File: src/core/csb_defs.svh
// Constants for the processor sideband, NMI and reset control block
// Behaviour
// - System-error pulse sets status bit 7 while disable bit 2 is zero.
// - Channel-check line sets status bit 6 while disable bit 3 is zero.
// - Bit 5 reads live counter 2 output.
// - Bit 4 toggles at the legacy refresh rate.
// - Disable bit one clears and blocks its source; zero enables it.
// - Speaker low when bit 1 zero, else follows counter 2 output.
// - Mask bit 7 of port 70h blocks all NMIs; resets to 80h.
// - Bits 6:0 of port 70h go to the clock as RAM index.
// - Index write-only at 70h unless alternate access; alias 74h reads all.
// - Address mask output comes from external gate OR fast gate bit.
// - Fast gate bit is set whenever init output becomes active.
// - Init-request bit rising holds init active 16 clocks.
// - Write to error port drives ignore output if numeric IRQ13 pending.
// - Numeric error input makes IRQ13 only while its enable is one.
// - Reset bit rising with hard select asserts PCI reset for 1 ms.
// - Reset bit rising with soft select asserts init for 16 clocks.
// - Full-reset bit plus hard select plus reset bit rising does full reset.
`ifndef CSB_DEFS_SVH
`define CSB_DEFS_SVH
`define CSB_ADDR_W 16
`define CSB_OFF_NMI_STATUS_CONTROL 16'h0061
`define CSB_OFF_NMI_IDX 16'h0070
`define CSB_OFF_NMI_IDX_ALIAS 16'h0074
`define CSB_OFF_FAST_INIT 16'h0092
`define CSB_OFF_NUM_ERR 16'h00f0
`define CSB_OFF_RST_CTL 16'h0cf9
`define CSB_RST_NMI_STATUS_CONTROL 8'h00
`define CSB_RST_NMI_IDX 8'h80
`define CSB_RST_FAST_INIT 8'h00
`define CSB_RST_RST_CTL 8'h00
`define CSB_SC_SYSERR_STS 7
`define CSB_SC_CHCHK_STS 6
`define CSB_SC_CNT2_OUT 5
`define CSB_SC_REFRESH 4
`define CSB_SC_CHCHK_DIS 3
`define CSB_SC_SYSERR_DIS 2
`define CSB_SC_SPEAKER 1
`define CSB_SC_CNT2_GATE 0
`define CSB_IDX_MASK 7
`define CSB_FI_FAST_GATE 1
`define CSB_FI_INIT_REQ 0
`define CSB_RC_FULL 3
`define CSB_RC_CPU 2
`define CSB_RC_HARD 1
`define CSB_CLK_MHZ 125
`define CSB_INIT_CLKS 16
`define CSB_HARD_RST_US 1000
`define CSB_HARD_RST_CLKS (`CSB_HARD_RST_US * `CSB_CLK_MHZ)
`define CSB_REFRESH_NS 15000
`define CSB_REFRESH_CLKS (`CSB_REFRESH_NS / 8)
`endif

File: src/core/csb_pkg.sv
// Types for the processor sideband block
package csb_pkg;
    typedef enum logic [2:0] {
        CSB_RST_IDLE = 3'b001,
        CSB_RST_INIT = 3'b010,
        CSB_RST_HARD = 3'b100
    } csb_rst_state_e;
    typedef logic [7:0] csb_byte_t;
endpackage : csb_pkg

File: src/core/csb_pulse_timer.sv
// Fixed-length pulse stretcher used for init and PCI reset
`timescale 1ns/1ns
`include "csb_defs.svh"
`default_nettype none
module csb_pulse_timer #(
    parameter int unsigned LEN = 16
) (
    input wire logic clock_in,
    input wire logic rst_in,
    input wire logic start_in,
    output logic active_out
);
    logic [31:0] cnt_r;
    logic [31:0] cnt_nxt;

    // A start during a running pulse restarts the full length
    always_comb begin
        cnt_nxt = cnt_r;
        if (start_in) begin
            cnt_nxt = LEN;
        end else if (cnt_r != 32'h0000_0000) begin
            cnt_nxt = cnt_r - 32'h0000_0001;
        end
    end

    always_ff @(posedge clock_in) begin
        if (rst_in) begin
            cnt_r <= 32'h0000_0000;
        end else begin
            cnt_r <= cnt_nxt;
        end
    end

    assign active_out = (cnt_r != 32'h0000_0000);
endmodule : csb_pulse_timer
`default_nettype wire

File: src/core/csb_sideband.sv
// Processor sideband, NMI collection and reset control behind fixed I/O ports
`timescale 1ns/1ns
`include "csb_defs.svh"
`default_nettype none
module csb_sideband
    import csb_pkg::*;
#(
    parameter int unsigned HARD_RST_CLKS = `CSB_HARD_RST_CLKS
) (
    input wire logic clock_in,
    input wire logic rst_in,
    input wire logic [15:0] io_addr_in,
    input wire logic io_wr_in,
    input wire logic io_rd_in,
    input wire logic [7:0] io_wdata_in,
    output logic [7:0] io_rdata_out,
    output logic io_hit_out,
    input wire logic alt_access_in,
    input wire logic syserr_pulse_in,
    input wire logic channel_check_line_in,
    input wire logic counter2_out_in,
    input wire logic ext_addr_gate_in,
    input wire logic numeric_error_in,
    input wire logic numeric_error_irq_enable_in,
    output logic counter2_gate_out,
    output logic speaker_out,
    output logic [6:0] clock_ram_index_out,
    output logic nmi_out,
    output logic addr_bit_mask_out,
    output logic init_out,
    output logic ignore_numeric_err_out,
    output logic pci_reset_out,
    output logic full_reset_out,
    output logic resume_reset_out
);
    localparam int unsigned INIT_CLKS = `CSB_INIT_CLKS;
    localparam int unsigned REF_CLKS = `CSB_REFRESH_CLKS;

    // Decode shared by the read and the write paths
    function automatic logic hit(input logic [15:0] a, input logic [15:0] off);
        hit = (a == off);
    endfunction : hit

    logic wr_sc;
    logic wr_idx;
    logic wr_fi;
    logic wr_ne;
    logic wr_rc;
    assign wr_sc = io_wr_in && hit(io_addr_in, `CSB_OFF_NMI_STATUS_CONTROL);
    assign wr_idx = io_wr_in && (hit(io_addr_in, `CSB_OFF_NMI_IDX) || hit(io_addr_in, `CSB_OFF_NMI_IDX_ALIAS));
    assign wr_fi = io_wr_in && hit(io_addr_in, `CSB_OFF_FAST_INIT);
    assign wr_ne = io_wr_in && hit(io_addr_in, `CSB_OFF_NUM_ERR);
    assign wr_rc = io_wr_in && hit(io_addr_in, `CSB_OFF_RST_CTL);

    // Register state
    logic [3:0] sc_ctl_r;
    logic [3:0] sc_ctl_nxt;
    logic syserr_sts_r;
    logic syserr_sts_nxt;
    logic chchk_sts_r;
    logic chchk_sts_nxt;
    csb_byte_t idx_r;
    csb_byte_t idx_nxt;
    logic fast_gate_r;
    logic fast_gate_nxt;
    logic init_req_r;
    logic init_req_nxt;
    logic [2:0] rc_r;
    logic [2:0] rc_nxt;
    logic irq13_r;
    logic irq13_nxt;
    logic ignore_numeric_err_out_r;
    logic ignore_numeric_err_out_nxt;
    logic refresh_r;
    logic refresh_nxt;
    logic [15:0] ref_cnt_r;
    logic [15:0] ref_cnt_nxt;
    logic init_active;
    logic init_active_d_r;
    logic pci_rst_active;
    logic init_start;
    logic hard_start;
    logic full_r;
    logic full_nxt;
    csb_rst_state_e rst_state_r;
    csb_rst_state_e rst_state_nxt;

    // Edge of the reset-processor bit, resolved against the select bits being written
    logic cpu_rise;
    logic hard_sel;
    assign cpu_rise = wr_rc && io_wdata_in[`CSB_RC_CPU] && !rc_r[`CSB_RC_CPU - 1];
    assign hard_sel = io_wdata_in[`CSB_RC_HARD];
    assign init_start = (wr_fi && io_wdata_in[`CSB_FI_INIT_REQ] && !init_req_r)
        || (cpu_rise && !hard_sel);
    assign hard_start = cpu_rise && hard_sel;

    // NMI status and control bits
    always_comb begin
        sc_ctl_nxt = sc_ctl_r;
        if (wr_sc) begin
            sc_ctl_nxt = io_wdata_in[3:0]; // Upper bits are ignored whatever value is written
        end
        syserr_sts_nxt = syserr_sts_r;
        chchk_sts_nxt = chchk_sts_r;
        // A disable bit written in this cycle clears the status even against a source pulse
        if (sc_ctl_nxt[`CSB_SC_SYSERR_DIS]) begin
            syserr_sts_nxt = 1'b0;
        end else if (syserr_pulse_in) begin
            syserr_sts_nxt = 1'b1;
        end
        if (sc_ctl_nxt[`CSB_SC_CHCHK_DIS]) begin
            chchk_sts_nxt = 1'b0;
        end else if (channel_check_line_in) begin
            chchk_sts_nxt = 1'b1;
        end
    end

    always_ff @(posedge clock_in) begin
        if (rst_in) begin
            sc_ctl_r <= 4'h0;
            syserr_sts_r <= 1'b0;
            chchk_sts_r <= 1'b0;
        end else begin
            sc_ctl_r <= sc_ctl_nxt;
            syserr_sts_r <= syserr_sts_nxt;
            chchk_sts_r <= chchk_sts_nxt;
        end
    end

    // Refresh toggle, a free divider standing in for the old refresh timer
    always_comb begin
        ref_cnt_nxt = ref_cnt_r + 16'h0001;
        refresh_nxt = refresh_r;
        if (ref_cnt_r == 16'(REF_CLKS - 1)) begin
            ref_cnt_nxt = 16'h0000;
            refresh_nxt = !refresh_r;
        end
    end

    always_ff @(posedge clock_in) begin
        if (rst_in) begin
            ref_cnt_r <= 16'h0000;
            refresh_r <= 1'b0;
        end else begin
            ref_cnt_r <= ref_cnt_nxt;
            refresh_r <= refresh_nxt;
        end
    end

    // Mask/index, fast gate/init and reset control registers
    always_comb begin
        idx_nxt = idx_r;
        fast_gate_nxt = fast_gate_r;
        init_req_nxt = init_req_r;
        rc_nxt = rc_r;
        if (wr_idx) begin
            idx_nxt = io_wdata_in;
        end
        if (wr_fi) begin
            fast_gate_nxt = io_wdata_in[`CSB_FI_FAST_GATE];
            init_req_nxt = io_wdata_in[`CSB_FI_INIT_REQ];
        end
        if (init_active && !init_active_d_r) begin
            fast_gate_nxt = 1'b1; // Hardware set wins over a same-cycle write
        end
        if (wr_rc) begin
            rc_nxt = io_wdata_in[3:1];
        end
    end

    always_ff @(posedge clock_in) begin
        if (rst_in) begin
            idx_r <= `CSB_RST_NMI_IDX; // NMIs masked out of reset
            fast_gate_r <= 1'b0;
            init_req_r <= 1'b0;
            rc_r <= 3'b000;
            init_active_d_r <= 1'b0;
        end else begin
            idx_r <= idx_nxt;
            fast_gate_r <= fast_gate_nxt;
            init_req_r <= init_req_nxt;
            rc_r <= rc_nxt;
            init_active_d_r <= init_active;
        end
    end

    // Numeric error: IRQ13 latch and the ignore output
    always_comb begin
        irq13_nxt = irq13_r;
        ignore_numeric_err_out_nxt = ignore_numeric_err_out_r;
        if (numeric_error_in && numeric_error_irq_enable_in) begin
            irq13_nxt = 1'b1;
        end else if (!numeric_error_in) begin
            irq13_nxt = 1'b0;
            ignore_numeric_err_out_nxt = 1'b0; // Error gone, stop ignoring
        end
        if (wr_ne && irq13_r) begin
            ignore_numeric_err_out_nxt = 1'b1;
        end
    end

    always_ff @(posedge clock_in) begin
        if (rst_in) begin
            irq13_r <= 1'b0;
            ignore_numeric_err_out_r <= 1'b0;
        end else begin
            irq13_r <= irq13_nxt;
            ignore_numeric_err_out_r <= ignore_numeric_err_out_nxt;
        end
    end

    // Reset sequencer: tracks which kind of reset pulse is in flight
    always_comb begin
        rst_state_nxt = rst_state_r;
        full_nxt = full_r;
        case (rst_state_r)
            CSB_RST_IDLE: begin
                if (hard_start) begin
                    rst_state_nxt = CSB_RST_HARD;
                    full_nxt = io_wdata_in[`CSB_RC_FULL];
                end else if (init_start) begin
                    rst_state_nxt = CSB_RST_INIT;
                end
            end
            CSB_RST_INIT: begin
                if (hard_start) begin
                    rst_state_nxt = CSB_RST_HARD;
                    full_nxt = io_wdata_in[`CSB_RC_FULL];
                end else if (!init_active && !init_start) begin
                    rst_state_nxt = CSB_RST_IDLE;
                end
            end
            CSB_RST_HARD: begin
                if (hard_start) begin
                    full_nxt = io_wdata_in[`CSB_RC_FULL]; // A new hard reset restarts the pulse with its own kind
                end else if (!pci_rst_active) begin
                    rst_state_nxt = CSB_RST_IDLE;
                    full_nxt = 1'b0;
                end
            end
            default: begin
                rst_state_nxt = CSB_RST_IDLE;
                full_nxt = 1'b0;
            end
        endcase
    end

    always_ff @(posedge clock_in) begin
        if (rst_in) begin
            rst_state_r <= CSB_RST_IDLE;
            full_r <= 1'b0;
        end else begin
            rst_state_r <= rst_state_nxt;
            full_r <= full_nxt;
        end
    end

    // Pulse timers for init (16 clocks) and PCI reset (1 ms)
    csb_pulse_timer #(.LEN(INIT_CLKS)) u_init_timer (
        .clock_in(clock_in),
        .rst_in(rst_in),
        .start_in(init_start),
        .active_out(init_active)
    );

    csb_pulse_timer #(.LEN(HARD_RST_CLKS)) u_hard_timer (
        .clock_in(clock_in),
        .rst_in(rst_in),
        .start_in(hard_start),
        .active_out(pci_rst_active)
    );

    // Read mux; the index at 70h hides unless alternate access is on
    always_comb begin
        io_rdata_out = 8'h00;
        io_hit_out = 1'b1;
        if (hit(io_addr_in, `CSB_OFF_NMI_STATUS_CONTROL)) begin
            io_rdata_out = {syserr_sts_r, chchk_sts_r, counter2_out_in, refresh_r, sc_ctl_r};
        end else if (hit(io_addr_in, `CSB_OFF_NMI_IDX)) begin
            io_rdata_out = alt_access_in ? idx_r : {idx_r[7], 7'h00};
        end else if (hit(io_addr_in, `CSB_OFF_NMI_IDX_ALIAS)) begin
            io_rdata_out = idx_r;
        end else if (hit(io_addr_in, `CSB_OFF_FAST_INIT)) begin
            io_rdata_out = {6'h00, fast_gate_r, init_req_r};
        end else if (hit(io_addr_in, `CSB_OFF_RST_CTL)) begin
            io_rdata_out = {4'h0, rc_r, 1'b0};
        end else begin
            io_hit_out = 1'b0; // Write-only 0F0h and unmapped ports read zero
        end
        if (!io_rd_in) begin
            io_rdata_out = 8'h00;
        end
    end

    // Sideband outputs
    assign counter2_gate_out = sc_ctl_r[`CSB_SC_CNT2_GATE];
    assign speaker_out = sc_ctl_r[`CSB_SC_SPEAKER] & counter2_out_in;
    assign clock_ram_index_out = idx_r[6:0];
    assign nmi_out = !idx_r[`CSB_IDX_MASK] && (syserr_sts_r || chchk_sts_r);
    assign addr_bit_mask_out = ext_addr_gate_in | fast_gate_r;
    assign init_out = init_active;
    assign ignore_numeric_err_out = ignore_numeric_err_out_r;
    assign pci_reset_out = pci_rst_active;
    assign full_reset_out = pci_rst_active && full_r;
    assign resume_reset_out = pci_rst_active;
endmodule : csb_sideband
`default_nettype wire

File: config.mk
export PLATFORM = sky130hd
export DESIGN_NAME = csb_sideband
export DESIGN_NICKNAME = d
export VERILOG_FILES = /design/src/core/csb_pkg.sv /design/src/core/csb_pulse_timer.sv /design/src/core/csb_sideband.sv
export VERILOG_INCLUDE_DIRS = /design/src /design/src/core
export SDC_FILE = /design/constraint.sdc
export NUM_CORES = 1
export LEC_CHECK = 0
export BUFFER_PORTS_ARGS = -buffer_cell sky130_fd_sc_hd__buf_4
export CORE_MARGIN = 3
export CORE_UTILIZATION = 44
export DETAILED_ROUTE_END_ITERATION = 10
export GPL_TIMING_DRIVEN = 0
export HOLD_SLACK_MARGIN = 0.03
export PLACE_DENSITY_LB_ADDON = 0.08
export SLEW_MARGIN = 20
export SYNTH_ARGS = -nofsm -noshare
export SYNTH_HDL_FRONTEND = slang
export SYNTH_HIERARCHICAL = 1
export SYNTH_SLANG_ARGS = --single-unit
export TNS_END_PERCENT = 100
File: constraint.sdc
create_clock -name clock_in -period 2.7 [get_ports clock_in]
set_input_delay 0.135 -clock clock_in [delete_from_list [all_inputs] [get_ports clock_in]]
set_output_delay 0.135 -clock clock_in [all_outputs]
set_load 0.03 [all_outputs]
==> summary.txt <==
outcome: finished, final reports clean
drt first pass iters: 7
clock skew: 5.078 ps
Static Leakage: 2.601 nW
Ys Warns: 6
placed cells: 834
Root Driver: clkbuf_16
total vias in the final route: 5,105
top_reg_cell synth: dfxtp_1
Worst EP required: 2570 ps
Syn Nets: 672
number of routed nets with antenna violations: 0
Final Setup Violations: 0
detail-routed via count per cell: 5.895
Crit-path slowest cell: or4_1
worst skew pair latency: 350 ps
synthesized area per cell: 8.549 sq um
Nets: 757
CTS tree: yes
die area: 0.01367 sq mm
Max Slew Vio Count: 0
Unique masters post-synth: 68
ratio of cells with drive above 1 in the final layout: 19.23%
critical path type: flip-flop to output pin
Hold Crit Class: primary input to flip-flop
Post-DP HPWL: 9.906 mm
global route overflow: 0
Initial Util: 46.21%
detailed-route wire length per cell: 16.02 microns
Area Growth Syn to Fin: 20.83%
Worst-Margin Slew: 756.2 ps
Non-Filler Instances: 866
largest net degree at the start of global routing: 16
first-pass GRT wire length: 22.50 mm
drt drc: 0
Crit. End Element: output pin
Port Buf Inserts: 58
hold slack: 39.02 ps
vias in the first global route: 4,758
dominant cell type by count on the critical path: buf_4
Worst path max stage delay: 650 ps
CP arrival: 2440 ps
number of core rows: 39
crit-path max FO: 7
slew margin rel.: 49.29%
sequential fraction of the synthesis area: 39.58%
Clock Path Buffers: 2
initial DRC count: 331
core area: 0.01171 sq mm
Period Utilization, post-route: 95.47%
TritonCTS Buffers: 9
Cell Pwr Density: 1215 mW/mm^2
Async SR Flop Fraction: 0%
Clock Pin Slew Worst Setup and Hold Paths: 70 ps
Top Ports: 60
flops & latches, synth: 107
H-tree lvl count: 3
Max Freq: 387.9 MHz
clock sink total: 107
ANT cells: 0
Worst Setup Start Kind: flip-flop
Max VDD drop: 0.001182 V
setup repair after global routing missed its margin: true
Syn Inst Count: 633
gpl congestion: 0.8287
critical path cell sequence: or4_1, nor4_4, and3_1, buf_6, buf_8, clkinvlp_4, buf_4, buf_4
post-synthesis cell area: 0.005411 sq mm
post-route minimum period: 2578 ps
Fin. Hold Viols: 0
GRT Total Usage: 20.50%
Total Power: 7.943 mW
Chip Width: 116.9 microns
antenna violations before repair: 0
Die Height: 116.9 microns
max-cap check violation count: 0
number of synthesized flops with an enable pin: 0
Routed WL: 13.87 mm
[cells in the mapped netlist (all sizes together) (3+ instances only)]
| master | n | share of area, % |
|---|---|---|
| nand2 | 39 | 2.7 |
| xor2 | 10 | 1.6 |
| o31a | 3 | 0.49 |
| dfxtp | 107 | 40 |
| o31ai | 23 | 3.2 |
| and3b | 4 | 0.65 |
| o21ai | 26 | 2.4 |
| nor2b | 13 | 1.5 |
| o21a | 4 | 0.55 |
| nor3 | 15 | 1.4 |
| o211ai | 4 | 0.55 |
| nand2b | 6 | 0.69 |
| inv | 18 | 1.2 |
| a31oi | 9 | 1.0 |
| and3 | 6 | 0.69 |
| nor3b | 3 | 0.51 |
| nor4 | 14 | 1.8 |
| nand4 | 13 | 1.6 |
| o211a | 4 | 0.74 |
| a222oi | 4 | 0.74 |
| or2 | 7 | 0.81 |
| nor2 | 65 | 4.6 |
| clkbuf | 14 | 0.97 |
| a22oi | 5 | 0.69 |
| mux2i | 15 | 2.8 |
| and4 | 3 | 0.49 |
| a21oi | 52 | 4.9 |
| ha | 4 | 0.92 |
| a41o | 3 | 0.55 |
| buf | 15 | 2.0 |
| xnor2 | 11 | 1.8 |
| nand3b | 3 | 0.42 |
| or4 | 35 | 5.3 |
| nand3 | 15 | 1.4 |
| and2 | 6 | 0.69 |
| or3 | 35 | 4.2 |
[report_power, final]
| group | internal [mW] | switching, mW | total (mW) |
|---|---|---|---|
| clock | 0.675 | 0.571 | 1.25 |
| combinational | 1.75 | 2.57 | 4.32 |
| sequential | 1.98 | 0.399 | 2.38 |
| total | 4.40 | 3.54 | 7.94 |
[cell families (layout without fill, tap and decap cells)]
group                      Yosys count  count (layout)  share of synthesized area (%)
AOI/OAI and AO/OA                  152             152                          18.64
adders and majority gates            4               4                         0.9249
xor gates and xnor gates            21              21                          3.399
and+or+nand+nor                    287             287                          30.43
muxes                               15              15                          2.774
buffers and inverters               47             137                          4.254
DFF                                107             107                          39.58
[per-stage QoR]
stage          util (%)  area [sq um]  TNS, ps  setup slack [ps]
2_1_floorplan         -          5411        0             15.36
3_3_place_gp      51.45          6026    -6549            -342.9
3_5_place_dp      51.45          6026    -7355            -387.7
4_1_cts           55.51          6501        0             10.34
5_1_grt           55.83          6539   -50.16            -27.69
6_report          55.83          6539        0             122.2
[per-layer routing]
metal,global-route usage (%),vias up,wire [microns]
li1,-,2527,-
met1,24.71,2486,6123
met2,36.37,79,7079
met3,5.141,13,476
met4,5.505,0,191
met5,0,-,0
[worst max-delay path, delay by kind of cell, from the launching register on]
kind,cells,cell delay [ps]
and+or+nand+nor,3,1110
DFF,1,340
buffers and inverters,5,640
[final cells by class]
cell class	count	area, sq um
fillers	1109	5172
multi-input cells	479	3114
flip-flops and latches	107	2146
repair buffers	75	586.8
clock buffers	14	264.0
well taps	143	178.9
plain buffers	28	167.7
inverters	18	71.32
clock inverters	2	10.01
[path summary, 6_finish.rpt]
| kind | from | slack (ps) | end | cells after the start |
|---|---|---|---|---|
| max reg2reg | u_init_timer/cnt_r[8]$_SDFFE_PP0P_ | 210 | u_init_timer/cnt_r[25]$_SDFFE_PP0P_ | 5 |
| min reg2reg | rc_r[2]$_SDFFE_PP0N_ | 460 | rc_r[2]$_SDFFE_PP0N_ | 2 |
| max | u_hard_timer/cnt_r[11]$_SDFFE_PP0P_ | 120 | resume_reset_out | 8 |
| min | io_wdata_in[6] | 40 | idx_r[6]$_SDFFE_PP0P_ | 3 |
[state kept, by name (all words and copies together), names as in the netlist, 3 cells and up]
register,count
idx_r,8
rc_r,3
ref_cnt_r,16
rst_state_r,3
sc_ctl_r,4
u_hard_timer/cnt_r,32
u_init_timer/cnt_r,32
[repair_timing]
item | 4_1_cts | 5_1_grt
gates cloned | 0 | 0
pin swaps | 4 | 4
gates resized for setup | 17 | 12
endpoints found under the setup margin | 30 | 25
buffers inserted | 6 | 3
hold buffers | 8 | 0
hold endpoints to repair | 8 | 0
[placed cells by master (no fill, tap or decap), types with 4 or more instances in the layout]
cell,instances
buf_4,74
xnor2_1,11
and2_1,4
nand4_1,12
nand2_1,39
and3b_1,4
dfxtp_1,104
o211a_1,4
o31ai_1,22
a222oi_1,4
or3_2,4
clkbuf_1,15
o21a_1,4
nor4_2,5
a31oi_1,9
nor2_1,63
or3_1,30
or4_4,6
nor2b_1,13
nor3_1,14
xor2_1,10
nand2b_1,6
a22oi_1,5
clkbuf_16,9
a21oi_1,51
o21ai_0,24
inv_1,17
o211ai_1,4
mux2i_1,15
or2_2,5
or4_1,28
dlygate4sd3_1,8
and3_1,6
nand3_1,15
nor4_1,8
Power figures use the tool's default switching activity.
